`src/core/cmfc_pkg.sv`:
```
// package for the cpu mode register and fetch control block
// assumes a 32-bit cpu store/load port into the control area
package cmfc_pkg;
    localparam logic [31:0] CMFC_ADDR_MAIN = 32'hff2f0000;
    localparam logic [31:0] CMFC_ADDR_MIRROR = 32'h1f2f0000;
    localparam int CMFC_RSD_BIT = 5;
    // reserved-bit initial value is not printed; neutral choice
    localparam logic [31:0] CMFC_RESET_VAL = 32'h00000000;
    localparam logic [31:0] CMFC_WRITE_MASK = 32'h00000020;
    localparam logic [31:0] CMFC_AREA_TAIL = 32'h00000040;
    localparam logic [31:0] CMFC_AREA_SIZE = 32'h04000000;
    localparam logic [3:0] CMFC_PF_WORDS = 4'h8;
    typedef enum logic [1:0] {SYNC_IDLE, SYNC_WRITTEN, SYNC_READ}
        cmfc_sync_t;
endpackage

```
`src/core/cmfc_prefetch.sv`:
```
// instruction prefetch request generator
// assumes a simple req/ack external fetch bus on the same clock
`timescale 1ns/100ps
module cmfc_prefetch import cmfc_pkg::*; (
    // clock and reset
    input wire logic clk_i,
    input wire logic rst_i,
    // fetch control
    input wire logic start_i,
    input wire logic [31:0] start_addr_i,
    // external bus
    output logic req_o,
    output logic [31:0] addr_o,
    input wire logic ack_i
);
    typedef struct packed {
        logic req;
        logic [31:0] addr;
        logic [3:0] left;
    } cmfc_pf_t;
    cmfc_pf_t st, next_st;
    always_comb begin
        next_st = st;
        if (st.req) begin
            // no ack, no retire: the request is held forever
            if (ack_i) begin
                next_st.addr = st.addr + 32'h00000004;
                next_st.left = st.left - 4'h1;
                next_st.req = (st.left != 4'h1);
            end
        end else if (start_i) begin
            // prefetch runs on regardless of area ends
            next_st.req = 1'b1;
            next_st.addr = start_addr_i;
            next_st.left = CMFC_PF_WORDS;
        end
    end
    always_ff @(posedge clk_i or posedge rst_i) begin
        if (rst_i) begin
            st <= '0;
        end else begin
            st <= next_st;
        end
    end
    assign req_o = st.req;
    assign addr_o = st.addr;
endmodule // cmfc_prefetch

```
`src/core/cmfc_top.sv`:
```
// cpu operation mode register with fetch control
// assumes cpu store/load requests on clk_i, big-endian word addresses
// assumes pipeline event pulses and the fetch bus share clk_i, so no
// input needs a synchroniser
`timescale 1ns/100ps
module cmfc_top import cmfc_pkg::*; (
    // clock and reset
    input wire logic clk_i,
    input wire logic rst_i,
    // cpu register port
    input wire logic cpu_wr_i,
    input wire logic cpu_rd_i,
    input wire logic [31:0] cpu_addr_i,
    input wire logic [31:0] cpu_wdata_i,
    output logic [31:0] cpu_rdata_o,
    output logic cpu_hit_o,
    // pipeline events
    input wire logic sync_insn_i,
    input wire logic sub_return_i,
    input wire logic [31:0] return_addr_i,
    input wire logic seq_fetch_i,
    input wire logic [31:0] seq_addr_i,
    // status
    output logic return_spec_en_o,
    output logic mode_pending_o,
    // external fetch bus
    output logic fetch_req_o,
    output logic [31:0] fetch_addr_o,
    input wire logic fetch_ack_i
);
    // ----------------------------------------
    // state
    // ----------------------------------------
    typedef struct packed {
        // setting as last written by software
        logic [31:0] mode;
        // setting that steers the fetch logic
        logic [31:0] active;
        cmfc_sync_t sync;
        // read data and match flag, one cycle after the access
        logic [31:0] rdata;
        logic hit;
    } cmfc_state_t;
    cmfc_state_t st;
    cmfc_state_t next_st;

    // decode results
    logic any_access;
    logic main_match;
    logic mirror_match;
    logic sel;
    logic rd_hit;
    logic wr_hit;

    // write and read images of the mode register
    logic [31:0] wr_image;
    logic [31:0] rd_image;

    // activation handshake events
    logic take_read;
    logic take_sync;

    // fetch steering
    logic active_rsd;
    logic spec_take;
    logic pf_start;
    logic [31:0] pf_addr;

    // ----------------------------------------
    // decode
    // ----------------------------------------
    // exact word match only: a byte or halfword offset inside the
    // register word misses, as partial accesses are not supported
    always_comb begin
        main_match = 1'b0;
        mirror_match = 1'b0;
        if (cpu_addr_i == CMFC_ADDR_MAIN) begin
            main_match = 1'b1;
        end else if (cpu_addr_i == CMFC_ADDR_MIRROR) begin
            mirror_match = 1'b1;
        end
    end
    assign any_access = cpu_rd_i | cpu_wr_i;
    assign sel = main_match | mirror_match;
    assign rd_hit = sel & cpu_rd_i;
    assign wr_hit = sel & cpu_wr_i;

    // ----------------------------------------
    // write image
    // ----------------------------------------
    // reserved bits never take the written value, so a careless write
    // cannot leave them off their initial value
    for (genvar b = 0; b < 32; b++) begin : g_image
        if (CMFC_WRITE_MASK[b]) begin : g_rw
            assign wr_image[b] = cpu_wdata_i[b];
        end else begin : g_rsv
            assign wr_image[b] = CMFC_RESET_VAL[b];
        end
    end

    // ----------------------------------------
    // readback image
    // ----------------------------------------
    // reserved bits read their initial value whatever the storage
    // holds, so read-modify-write sequences keep them intact
    for (genvar r = 0; r < 32; r++) begin : g_read
        if (CMFC_WRITE_MASK[r]) begin : g_rw
            assign rd_image[r] = st.mode[r];
        end else begin : g_rsv
            assign rd_image[r] = CMFC_RESET_VAL[r];
        end
    end

    // ----------------------------------------
    // activation handshake
    // ----------------------------------------
    // a readback only counts once a write is waiting for it
    assign take_read = rd_hit && (st.sync == SYNC_WRITTEN);
    // a sync before the readback is ignored, keeping the old setting
    assign take_sync = sync_insn_i && (st.sync == SYNC_READ);

    // ----------------------------------------
    // next state
    // ----------------------------------------
    always_comb begin
        next_st = st;
        next_st.hit = sel & any_access;
        next_st.rdata = 32'h00000000;
        if (rd_hit) begin
            next_st.rdata = rd_image;
        end
        case (st.sync)
            SYNC_IDLE: begin
                // nothing to do until a store lands
                next_st.sync = SYNC_IDLE;
            end
            SYNC_WRITTEN: begin
                if (take_read) begin
                    next_st.sync = SYNC_READ;
                end
            end
            SYNC_READ: begin
                if (take_sync) begin
                    next_st.active = st.mode;
                    next_st.sync = SYNC_IDLE;
                end
            end
            default: begin
                next_st.sync = SYNC_IDLE;
            end
        endcase
        // a new write restarts the handshake; a sync in the same cycle still activates the old setting
        if (wr_hit) begin
            next_st.mode = wr_image;
            next_st.sync = SYNC_WRITTEN;
        end
    end

    // ----------------------------------------
    // registers
    // ----------------------------------------
    // reset restores the initial setting, so speculation starts enabled
    always_ff @(posedge clk_i or posedge rst_i) begin
        if (rst_i) begin
            st.mode <= CMFC_RESET_VAL;
            st.active <= CMFC_RESET_VAL;
            st.sync <= SYNC_IDLE;
            st.rdata <= 32'h00000000;
            st.hit <= 1'b0;
        end else begin
            st <= next_st;
        end
    end

    // ----------------------------------------
    // fetch steering
    // ----------------------------------------
    assign active_rsd = st.active[CMFC_RSD_BIT];
    assign return_spec_en_o = ~active_rsd;
    // speculative return fetch outranks a sequential start
    assign spec_take = sub_return_i & return_spec_en_o;
    always_comb begin
        pf_start = 1'b0;
        pf_addr = seq_addr_i;
        if (spec_take) begin
            pf_start = 1'b1;
            pf_addr = return_addr_i;
        end else if (seq_fetch_i) begin
            pf_start = 1'b1;
            pf_addr = seq_addr_i;
        end
    end

    // ----------------------------------------
    // prefetch requester
    // ----------------------------------------
    // a burst with no answer never retires, so an empty area hangs
    // the fetch bus; starts that arrive meanwhile are dropped
    cmfc_prefetch u_pf (
        .clk_i(clk_i),
        .rst_i(rst_i),
        .start_i(pf_start),
        .start_addr_i(pf_addr),
        .req_o(fetch_req_o),
        .addr_o(fetch_addr_o),
        .ack_i(fetch_ack_i)
    );

    // ----------------------------------------
    // outputs
    // ----------------------------------------
    assign cpu_rdata_o = st.rdata;
    assign cpu_hit_o = st.hit;
    always_comb begin
        if (st.sync == SYNC_IDLE) begin
            mode_pending_o = 1'b0;
        end else begin
            mode_pending_o = 1'b1;
        end
    end
endmodule // cmfc_top

```
`config.mk`:
```
export PLATFORM = sky130hd
export DESIGN_NAME = cmfc_top
export DESIGN_NICKNAME = d
export VERILOG_FILES = /design/src/core/cmfc_pkg.sv /design/src/core/cmfc_prefetch.sv /design/src/core/cmfc_top.sv
export SDC_FILE = /design/constraint.sdc
export NUM_CORES = 1
export LEC_CHECK = 0
export ABC_AREA = 0
export BUFFER_PORTS_ARGS = -buffer_cell sky130_fd_sc_hd__buf_4
export CAP_MARGIN = 20
export CORE_ASPECT_RATIO = 0.9
export CORE_MARGIN = 2
export CORE_UTILIZATION = 37
export CTS_CLUSTER_DIAMETER = 60
export DETAILED_ROUTE_END_ITERATION = 8
export PLACE_DENSITY = 0.8
export REMOVE_ABC_BUFFERS = 1
export SKIP_LAST_GASP = 1
export SLEW_MARGIN = 20
export SYNTH_ARGS = -nofsm -noshare
export SYNTH_HDL_FRONTEND = slang
export SYNTH_SLANG_ARGS = --single-unit
```
`constraint.sdc`:
```
create_clock -name clk_i -period 3.4 [get_ports clk_i]
set_clock_uncertainty 0.2 [all_clocks]
set_input_delay 0.34 -clock clk_i [delete_from_list [all_inputs] [get_ports clk_i]]
set_output_delay 0.34 -clock clk_i [all_outputs]
set_load 0.005 [all_outputs]
```
; ---- Yosys cells after proc, flatten, opt, wreduce, memory -nomap -nowiden
; Index checks and enable logic that the tools add are counted.
; Widths: inputs -> output; s select.
[word_totals]
regBits = 74
rom_bits = 0
mem_bits_rw = 0
latch_bits = 0
n_memories = 0
output_inout_bits = 68
wordCells = 47
input_bits = 136
[classes]
n_shift = 0
order_cmp = 0
n_mux = 15
div = 0
multipliers = 0
n_bitwise = 7
n_eq_ne = 8
add_sub_neg = 2
n_reduce_logical = 7
[ops]
columns = op, count
row1 = $mux 37, 3
row2 = $add 32x3->32 const B, 1
row3 = $eq 32x29->1 const B, 1
row4 = $eq 32x32->1 const B, 1
row5 = $mux 32, 1
row6 = $mux 1, 6
row7 = $mux 2, 3
row8 = $mux 6, 1
row9 = $ne 3x3->1 const B, 2
row10 = $reduce_and 2->1, 3
row11 = $and 1x1->1, 4
row12 = $ne 4x1->1 const B, 1
row13 = $pmux 2 s2, 1
row14 = $sub 4x1->4 const B, 1
row15 = $eq 2x1->1 const B, 1
row16 = $eq 2x2->1 const B, 1
row17 = $logic_and 1x1->1, 2
row18 = $logic_not 2->1, 1
row19 = $ne 2x2->1 const B, 1
row20 = $or 1x1->1, 2
row21 = $reduce_bool 2->1, 1
row22 = $not 1->1, 1

; ---- Logic depth before layout (Yosys ltp)
; Gate-level depths: netlist (run 1).
[logic_depth]
ltp_word = 9
mapped_depth = 8
ltp_nobuf = 6

; ---- Hierarchy
; From an unflattened synthesis (run 1), not the netlist that was laid out.
[unflattened]
hier_cells = 377
hier_area_um2 = 3388.2
[modules_own_cells]
columns = mod, seq_area_each_um2, area_per_inst_um2, instances, cells_each
row1 = cmfc_prefetch, 925.9, 2344.7, 1, 265
row2 = cmfc_top, 150.1, 1043.5, 1, 112

; ---- Least setup slack after synthesis (run 1)
; Ideal clock, no wire load.
[synth_path]
path_kind = reg2reg
from = register u_pf.st (netlist bit u_pf.addr_o[9])
to = register u_pf.st (netlist bit u_pf.addr_o[31])
t_required_ns = 3.069
path_buffers = 0
setup_ns = 0.131
synth_period_minus_slack_ns = 1.965
t_arrival_ns = 1.634
stages_incl_launch_ff = 6
slack_ns = 1.435
path_cell_list = dfrtp_1 nand4_4 nor3_4 nand3_2 o311a_1 or3_1
[synth_between]
elab_chain_cells = 3
[synth_rtl]
columns = item, line_no
row1 = "start, declared", cmfc_prefetch.sv:21  ; cmfc_pf_t st, next_st;
row2 = "start signal, assigned", cmfc_prefetch.sv:42  ; st <= next_st;
row3 = $add 32x3->32, cmfc_prefetch.sv:27  ; next_st.addr = st.addr + 32'h00000004;
row4 = $mux 37, cmfc_prefetch.sv:26  ; if (ack_i) begin
row5 = $mux 37, cmfc_prefetch.sv:24  ; if (st.req) begin
; No other way between the ends. The select of a mux whose other input is x is not followed.
; A chain may end at the register's enable or synchronous reset.

; ---- Final worst setup path (run 1)
[layout_path]
from = register st (netlist bit active_rsd)
to = register u_pf.st (netlist bit u_pf.addr_o[15])
[layout_between]
elab_chain_cells = 5
word_cells_on_any_way = 8
cone_classes = 4 x mux / 2 x bitwise / 2 x reduce/logical
[layout_rtl]
columns = item, line_no
row1 = "start, declared", cmfc_top.sv:44  ; cmfc_state_t st;
row2 = "start signal, assigned", cmfc_top.sv:171  ; st <= next_st;
row3 = $not 1->1 (*), cmfc_top.sv:179  ; assign return_spec_en_o = ~active_rsd;
row4 = $and 1x1->1 (*), cmfc_top.sv:181  ; assign spec_take = sub_return_i & return_spec_en_o;
row5 = $mux 32 / $mux 1 (equally long branches), cmfc_top.sv:185  ; if (spec_take) begin
row6 = $mux 37 / $reduce_bool 2->1 (equally long branches), n/a
row7 = $mux 37 / $reduce_and 2->1 (equally long branches), n/a
; Every way passes the cells marked *; elsewhere a longest branch is shown, timed or not. The select of a mux whose other input is x is not followed.

==> results.yml, run 1 <==
run_status:
  status: "complete, no violations"
sta:
  finalCriticalPeriod_ps: 2380
  worst_pin_slew_ps: 935
  slew_violations: 0
  slew_headroom_pct: 37.6
  post-route-period-util_pct: 69.9
  rsz0062_at_grt: "no"
  fin_tns_setup_ps: 0
  max_clock_freq_mhz: 421
  setup_violations: 0
  finalHoldViolCount: 0
  worst_slack_ps: 1020
clock_network:
  cts_sinks: 43
  cts_buffers: 5
  post_cts_buffers: 0
  clkLatencyLatePin_ps: 300
  cts.path.max_buffers: 2
  cts_root_buffer: "clkbuf_8"
  h-tree-depth: 2
  path_clk_slew_ps: 90
  cts_hold_buffers: 0
  cts_resized: 0
  cts_tree: "done"
route:
  dr_total_vias: 3135
  wl_per_cell_um: 14.9
  drtAntennaViolNets: 0
  drc_errors: 0
  drt_iter0_drc: 133
  drt_first_pass_iters: 4
  viasPerCell: 5.06
  routed_wl_um: 9200
global_routing:
  grt_overflow: 0
  grt.total_usage_pct: 18.6
  antenna_found_initial: 0
  grt_pass1_vias: 2924
  grt_pass1_wl_um: 14000
  grt_start_max_net_pins: 44
placement:
  dpl_worst_slack_ps: 1020
  placed_cells: 611
  dp_hpwl_um: 7150
  gp_congestion: 0.799
  port-buffer-count: 141
synthesis:
  synth_area_leaders: "dfrtp_1 33%, buf_4 15%, nand2_1 8.9%, mux2i_1 4.6%, nand3_1 3.2%"
  synth_top_area_share_pct: 32.7
  synth_top_area_cell: "dfrtp_1"
  synth_edf_count: 0
  synth_area_per_cell_sq_um: 8.33
  synth_cell_types: 60
  ys_ff_latch: 43
  async_reset_ff_share_pct: 100
  yosysSeqAreaShare_pct: 32.7
  yosysWarnings: 0
  syn-cell-area_sq_mm: 0.00329
  syn_inst: 395
  synthFlopType: "dfrtp_1"
critical_path:
  critical_path.slowest_cell: "a21o_1"
  critPathKind: "reg -> reg"
  worstPathArrival_ps: 2400
  max_stage_delay_ps: 650
  start_kind: "flip-flop"
  cp_max_fo: 21
  critPathCaptureType: "flip-flop"
  path_cells: "nand2b_1 -> a21o_1 -> buf_4 -> nand2_1 -> mux2_2 -> o21ai_0"
  worstReg2RegStart: "active_rsd$_DFFE_PP0P_"
  cp-startpoint: "active_rsd$_DFFE_PP0P_"
  crit_required_ps: 3430
floorplanning:
  die_w_um: 103
  die_area_sq_mm: 0.00966
  core_area_sq_mm: 0.00861
  start_util_pct: 38.2
  std_cell_rows: 32
  chipHeight_um: 93.5
  io_pins: 204
finish:
  finalNetCount: 638
  diodes: 0
  fin_util_pct: 49.3
  final-instance-count-excl-fill: 619
  drive_gt1_share_pct: 34.8
  final_cell_mix: "147 x buf_4, 78 x nand2_1, 43 x dfrtp_1, 31 x conb_1, 21 x nand3_1"
  area_growth_pct: 29.1
  mostFrequentLayoutCell: "buf_4"
hold_path:
  hold_path.class: "in -> async"
pwr:
  powerDensity_mw_per_mm2: 617
  fin_total_pwr_mw: 2.62
  ir_worst_vdd_v: 0.000307
  leakagePower_nw: 2.07
flow_run:
  cap_violations: 0
## critical path: cells and delay by family, from the launching register on
kind,cells,cell delay (ps)
buffers and inverters,1,330
flip-flops,1,430
AO/OA/AOI/OAI,2,710
multiplexers,1,250
AND/OR/NAND/NOR,2,370
## report_power, final
part           total (mW)  internal, mW  leakage (nW)  switching (mW)
clock               0.479         0.294        0.0654           0.185
combinational        1.13         0.598          1.46           0.530
sequential           1.02         0.723         0.541           0.293
## layer usage
layer / part of all wire (%) / vias up / routed length (um) / track usage [%]
met5: 0 / - / 0 / 0
met4: 0.55 / 0 / 51 / 2.96
met3: 6.2 / 9 / 572 / 4.11
met2: 51 / 122 / 4660 / 32.9
met1: 43 / 1480 / 3920 / 23.2
li1: - / 1524 / - / -
## sequential cells by signal (all words and copies together), names as in the netlist
signal,cells
active_rsd,1
cpu_hit_o,1
cpu_rdata_o,1
u_pf.addr_o,32
u_pf.req_o,1
u_pf.st,4
rd_image,1
st,2
## through the flow
step / hold slack (ps) / instance area (sq um)
2_1_floorplan: 257 / 2860
3_3_place_gp: 298 / 4120
3_5_place_dp: 312 / 4120
4_1_cts: 55.6 / 4250
5_1_grt: 59.8 / 4250
6_report: 53.8 / 4250
## final timing paths
check                                                    to  slack, ps  depth (start not counted)
worst min register to register  u_pf.addr_o[23]$_DFFE_PP0P_        320                          1
min in group clk_i                      cpu_hit_o$_DFF_PP0_         60                          2
worst min-delay path            u_pf.addr_o[24]$_DFFE_PP0P_         50                          2
worst max register to register  u_pf.addr_o[15]$_DFFE_PP0P_       1020                          6
max in group asynchronous        u_pf.addr_o[4]$_DFFE_PP0P_       2370                          2
worst max-delay path            u_pf.addr_o[15]$_DFFE_PP0P_       1020                          6
## cell usage after synthesis, types with 2 or more instances
library cell / n
nand2b_1: 2
o311ai_1: 4
nor2_1: 17
o211ai_1: 14
nand2_1: 78
nor4bb_1: 2
a221o_1: 3
nand3_1: 21
and2_1: 2
o21ai_0: 12
and3_1: 5
nor3_1: 5
ha_1: 3
clkbuf_1: 9
nand3b_1: 2
a31oi_1: 4
nor2b_1: 3
a21oi_1: 12
nor2_2: 2
dfrtp_1: 43
inv_1: 8
buf_2: 6
or3_1: 4
nor4_1: 6
mux2i_1: 15
buf_4: 64
mux2_2: 3
nand3_2: 2
o221ai_1: 5
nand4_1: 9
## logic make-up after synthesis
logic type	share of synthesized area (%)
xor gates and xnor gates	0.532
muxes	5.59
AOI/OAI and AO/OA	15.8
adders and majority gates	1.14
and+or+nand+nor	26.5
buffers and inverters	17.6
DFF	32.7
other	0.114
## cell type report
cell class	count	area [sq um]
fill	832	4360
multi-input combinational	294	1760
timing repair buffer	147	1100
sequential	43	1080
tap	119	149
clock buffer	6	72.6
clock inverter	2	60.1
inverter	8	30.0
Power figures use the tool's default switching activity.
==> inputs of run 2 (changes only) <==
Clock period 3.4 ns to 2.2 ns, I/O delays scaled along.
==> run 2 against run 1 <==
Clock power is 16% higher. Global-route usage is 0.43 points higher. Via count is 3.5% higher. Critical path depth is 1 lower. Setup slack worse by 890 ps. Largest cell class unchanged. Maximum frequency is 15% higher.
==> results.yml, run 2 (synthesized netlist as in run 1, its figures left out) <==
hold_path:
  holdPathEnd: "u_pf.addr_o[15]$_DFFE_PP0P_"
  hp-start: "seq_addr_i[15]"
  min_path_cells: 3
  hold_path.class: "in -> reg"
finish:
  seq_area_sq_mm: 0.00108
  mostFrequentLayoutCell: "buf_4"
  diodes: 0
  multiInputGateArea_sq_mm: 0.00177
  drive_gt1_share_pct: 35.8
  n_fill_cell: 826
  final_cell_mix: "158 x buf_4, 78 x nand2_1, 43 x dfrtp_1, 31 x conb_1, 21 x nand3_1"
  area_growth_pct: 33.6
  final-instance-count-excl-fill: 638
  design_area_sq_mm: 0.00440
  largest_reg_flops: 32
  finalNetCount: 657
global_routing:
  grt_pass1_vias: 3002
  grt_start_max_net_pins: 22
  busiest_layer: "met2"
  use_met3_pct: 4.63
  antenna_found_initial: 0
  grt.total_usage_pct: 19.0
  use_met2_pct: 31.5
  grt_pass1_wl_um: 14500
  grt_overflow: 0
  grtUsageMet1_pct: 25.4
clock_network:
  cts_root_buffer: "clkbuf_8"
  h-tree-depth: 2
  clkLatencyLatePin_ps: 290
  path_clk_slew_ps: 80
  cts.path.max_buffers: 2
  post_cts_buffers: 0
  cts_tree: "done"
  cts_buffers: 5
  cts_sinks: 43
pwr:
  leakagePower_nw: 2.15
  p_seq_share_pct: 38.8
  p_int_mw: 2.40
  powerDensity_mw_per_mm2: 895
  swShare_pct: 39.1
  clockPowerShare_pct: 14.2
  p_comb_share_pct: 47.1
  p_sw_mw: 1.54
  ir_worst_vdd_v: 0.000406
route:
  dr_total_vias: 3244
  drtAntennaViolNets: 0
  drt_first_pass_iters: 4
  routed_wl_um: 9130
  wl_per_cell_um: 14.3
  drt_iter0_drc: 120
  drc_errors: 0
  viasPerCell: 5.08
floorplanning:
  die_w_um: 103
  io_pins: 204
  chipHeight_um: 93.5
  die_area_sq_mm: 0.00966
  start_util_pct: 38.2
  core_area_sq_mm: 0.00861
  std_cell_rows: 32
critical_path:
  critical_path.slowest_cell: "dfrtp_1"
  rrSetupSlack_ps: 140
  cp_max_fo: 8
  worstRegToRegCells: 5
  critPathKind: "reg -> reg"
  path_cells: "nand4_4 -> nor3_4 -> nand3_2 -> o311a_1 -> or3_1"
  start_kind: "flip-flop"
  max_stage_delay_ps: 450
  cp-startpoint: "u_pf.addr_o[11]$_DFFE_PP0P_"
  worstReg2RegStart: "u_pf.addr_o[11]$_DFFE_PP0P_"
  r2r-end: "u_pf.addr_o[31]$_DFFE_PP0P_"
  worstPathArrival_ps: 2030
  critPathCaptureType: "flip-flop"
  crit_required_ps: 2170
placement:
  dp_hpwl_um: 7190
  port-buffer-count: 141
  placed_cells: 623
  gp_congestion: 0.807
  dpl_worst_slack_ps: 78.8
  postPlaceCellArea_sq_mm: 0.00422
sta:
  finalCriticalPeriod_ps: 2060
  setup_violations: 0
  post-route-period-util_pct: 93.7
  fin_tns_setup_ps: 0
  max_clock_freq_mhz: 485
  whs_ps: 11.1
  rsz0062_at_grt: "no"
  finalHoldViolCount: 0
  worst_slack_ps: 139
  slew_violations: 0
flow_run:
  cap_violations: 0
run_status:
  status: "complete, no violations"
==> run 2: cell count changes in the layout (fill, tap and decap cells not counted), sizes merged <==
cell	delta
clkbuf	+2
bufinv	-2
buf	+12
dlygate4sd3	+7
==> run 2: critical path, delay by kind of cell, from the launching register on <==
family / cells / cell delay (ps)
AOI/OAI and AO/OA: 1 / 360
DFF: 1 / 450
and+or+nand+nor: 4 / 930
==> run 2: how the worst max path moves through the flow <==
stage	endpoint	slack, ps	depth (start not counted)
after floorplan	u_pf.addr_o[26]$_DFFE_PP0P_	-780	4
after global placement	u_pf.addr_o[22]$_DFFE_PP0P_	140	5
after detailed placement	u_pf.addr_o[28]$_DFFE_PP0P_	80	5
after CTS	u_pf.addr_o[30]$_DFFE_PP0P_	70	5
after global routing	u_pf.addr_o[23]$_DFFE_PP0P_	0.4	5
final	u_pf.addr_o[31]$_DFFE_PP0P_	140	5
==> run 2: cell type report <==
cell class	instances	share of cell area (%)
clock buffer	8	2.28
inverter	8	0.683
multi-input combinational	294	40.2
sequential	43	24.5
tap	119	3.39
timing repair buffer	166	29.0
==> run 2: timing repair <==
| item | in CTS | in global routing |
|---|---|---|
| hold endpoints to repair | 21 | 0 |
| hold buffers | 7 | 0 |
| setup endpoints to repair | 0 | 4 |
| gates resized for setup | 0 | 1 |
==> run 2: per-layer routing <==
metal,wire [um],part of all wire [%]
met3,803,8.8
met5,0,0
met1,3760,41
met4,66,0.72
met2,4500,49
==> run 2: power by group through the flow <==
stage | registers, mW | clock network, mW | logic, mW
floorplan | 1.51 | 0 | 0.860
global placement | 1.51 | 0 | 1.79
detailed placement | 1.53 | 0 | 1.86
CTS | 1.52 | 0.567 | 1.87
global route | 1.59 | 0.616 | 2.08
finish | 1.52 | 0.557 | 1.85
==> run 2: stage by stage <==
stage | util (%) | total power [mW]
final | 51.1 | 3.93
after global routing | 51.1 | 4.28
after CTS | 51.0 | 3.96
after global placement | 49.0 | 3.30
after floorplan | - | 2.37
after detailed placement | 49.0 | 3.39
==> inputs of run 3 (changes only) <==
Settings changed: CORE_UTILIZATION 37 to 44, PLACE_DENSITY 0.8 to 0.91.
Clock period 2.2 ns to 2.31 ns, I/O delays scaled along.
==> run 3 against run 2 <==
Worst hold slack better by 10 ps. Combinational power down 4%. Final cell count down 4.7%. Largest power group unchanged. Utilization grew 9.5 points.
==> results.yml, run 3 (synthesized netlist as in run 1, its figures left out) <==
pwr:
  powerDensity_mw_per_mm2: 866
  leakagePower_nw: 2.12
  ir_worst_vdd_v: 0.000417
  fin_total_pwr_mw: 3.75
placement:
  port-buffer-count: 141
  postPlaceCellArea_sq_mm: 0.00415
  gp_congestion: 0.805
  placed_cells: 592
  dp_hpwl_um: 6980
clock_network:
  cts_sinks: 43
  cts_buffers: 5
  cts.path.max_buffers: 2
  clkLatencyLatePin_ps: 310
  h-tree-depth: 2
  cts_root_buffer: "clkbuf_8"
  cts_tree: "done"
  path_clk_slew_ps: 90
global_routing:
  grt_pass1_wl_um: 14300
  grt_pass1_vias: 3082
  grt_overflow: 0
  grt_start_max_net_pins: 38
  antenna_found_initial: 0
  grt.total_usage_pct: 22.1
sta:
  rsz0062_at_grt: "no"
  whs_ps: 21.1
  slew_violations: 0
  finalHoldViolCount: 0
  post-route-period-util_pct: 95.2
  max_clock_freq_mhz: 455
  setup_violations: 0
  finalCriticalPeriod_ps: 2200
  slew_headroom_pct: 45.8
  worst_pin_slew_ps: 812
critical_path:
  start_kind: "flip-flop"
  worstReg2RegStart: "active_rsd$_DFFE_PP0P_"
  worstPathArrival_ps: 2240
  critPathKind: "reg -> reg"
  cp_max_fo: 18
  path_cells: "nand2b_1 -> buf_4 -> a21oi_4 -> buf_8 -> nor2_1 -> a31oi_1 -> dlygate4sd3_1"
  rrSetupSlack_ps: 110
  crit_required_ps: 2360
  max_stage_delay_ps: 570
  critical_path.slowest_cell: "dlygate4sd3_1"
  r2r-end: "u_pf.addr_o[0]$_DFFE_PP0P_"
  worstRegToRegCells: 7
  critPathCaptureType: "flip-flop"
finish:
  design_area_sq_mm: 0.00433
  finalNetCount: 653
  area_growth_pct: 31.7
  final_cell_mix: "152 x buf_4, 78 x nand2_1, 43 x dfrtp_1, 31 x conb_1, 21 x nand3_1"
  largest_reg_flops: 32
  diodes: 0
  final-instance-count-excl-fill: 608
  mostFrequentLayoutCell: "buf_4"
  drive_gt1_share_pct: 35.3
  fin_util_pct: 60.6
floorplanning:
  core_area_sq_mm: 0.00715
  die_area_sq_mm: 0.00819
  start_util_pct: 46.0
  die_w_um: 95.2
  chipHeight_um: 86.0
  io_pins: 204
  std_cell_rows: 29
route:
  dr_total_vias: 3253
  wl_per_cell_um: 15.1
  drt_first_pass_iters: 5
  drt_iter0_drc: 198
  routed_wl_um: 9170
  drc_errors: 0
  drtAntennaViolNets: 0
  viasPerCell: 5.35
hold_path:
  hold_path.class: "in -> reg"
  holdPathEnd: "u_pf.addr_o[22]$_DFFE_PP0P_"
  hp-start: "return_addr_i[22]"
  min_path_cells: 5
flow_run:
  cap_violations: 0
run_status:
  status: "complete, no violations"
## run 3: cell count changes in the layout (fill, tap and decap cells not counted), sizes merged
cell         previous run  this run
clkbuf                  8         6
buf                   159       154
clkinvlp                0         1
dlygate4sd3             7         8
clkinv                  0         1
## run 3: stage by stage
step / setup slack [ps] / setup TNS (ps)
after floorplan: -673 / -10140
after global placement: 231 / 0
after detailed placement: 176 / 0
after CTS: 39.2 / 0
after global routing: 1.24 / 0
final: 111 / 0
## run 3: worst max-delay path by stage
stage / start / slack, ps / depth (start not counted) / end
floorplan: active_rsd$_DFFE_PP0P_ / -670 / 4 / u_pf.addr_o[26]$_DFFE_PP0P_
global placement: u_pf.addr_o[9]$_DFFE_PP0P_ / 230 / 5 / u_pf.addr_o[22]$_DFFE_PP0P_
detailed placement: u_pf.addr_o[9]$_DFFE_PP0P_ / 180 / 5 / u_pf.addr_o[31]$_DFFE_PP0P_
CTS: active_rsd$_DFFE_PP0P_ / 40 / 7 / u_pf.addr_o[1]$_DFFE_PP0P_
global route: active_rsd$_DFFE_PP0P_ / 1 / 7 / u_pf.addr_o[1]$_DFFE_PP0P_
finish: active_rsd$_DFFE_PP0P_ / 110 / 7 / u_pf.addr_o[0]$_DFFE_PP0P_
## run 3: critical path, delay by kind of cell, from the launching register on
family                 cells  cell delay, ps
flip-flops                 1             440
AND/OR/NAND/NOR            2             230
AO/OA/AOI/OAI              2             320
buffers and inverters      3             950
## run 3: routing by layer
layer	GRT usage (%)	share of wire, %	up-vias
met2	38.0	50	139
met5	0	0	-
met3	4.66	7.3	15
met4	6.85	1.6	0
li1	-	-	1556
met1	27.6	41	1543
## run 3: power by group
group	internal (mW)	switching, mW
Sequential	1.06	0.428
Clock	0.212	0.274
Combinational	0.961	0.812
## run 3: final cells by class
cell class / instances / area [sq um]
clock buffer: 6 / 72.6
clock inverter: 2 / 12.5
fill: 641 / 2820
inverter: 8 / 30.0
multi-input combinational: 294 / 1770
sequential: 43 / 1080
tap: 93 / 116
timing repair buffer: 162 / 1260
## run 3: what timing repair did
action                     4_1_cts  5_1_grt
gates resized for setup          0        4
setup buffers                    0        0
setup endpoints to repair        0        2
hold endpoints to repair        41        0
hold buffers                     8        0
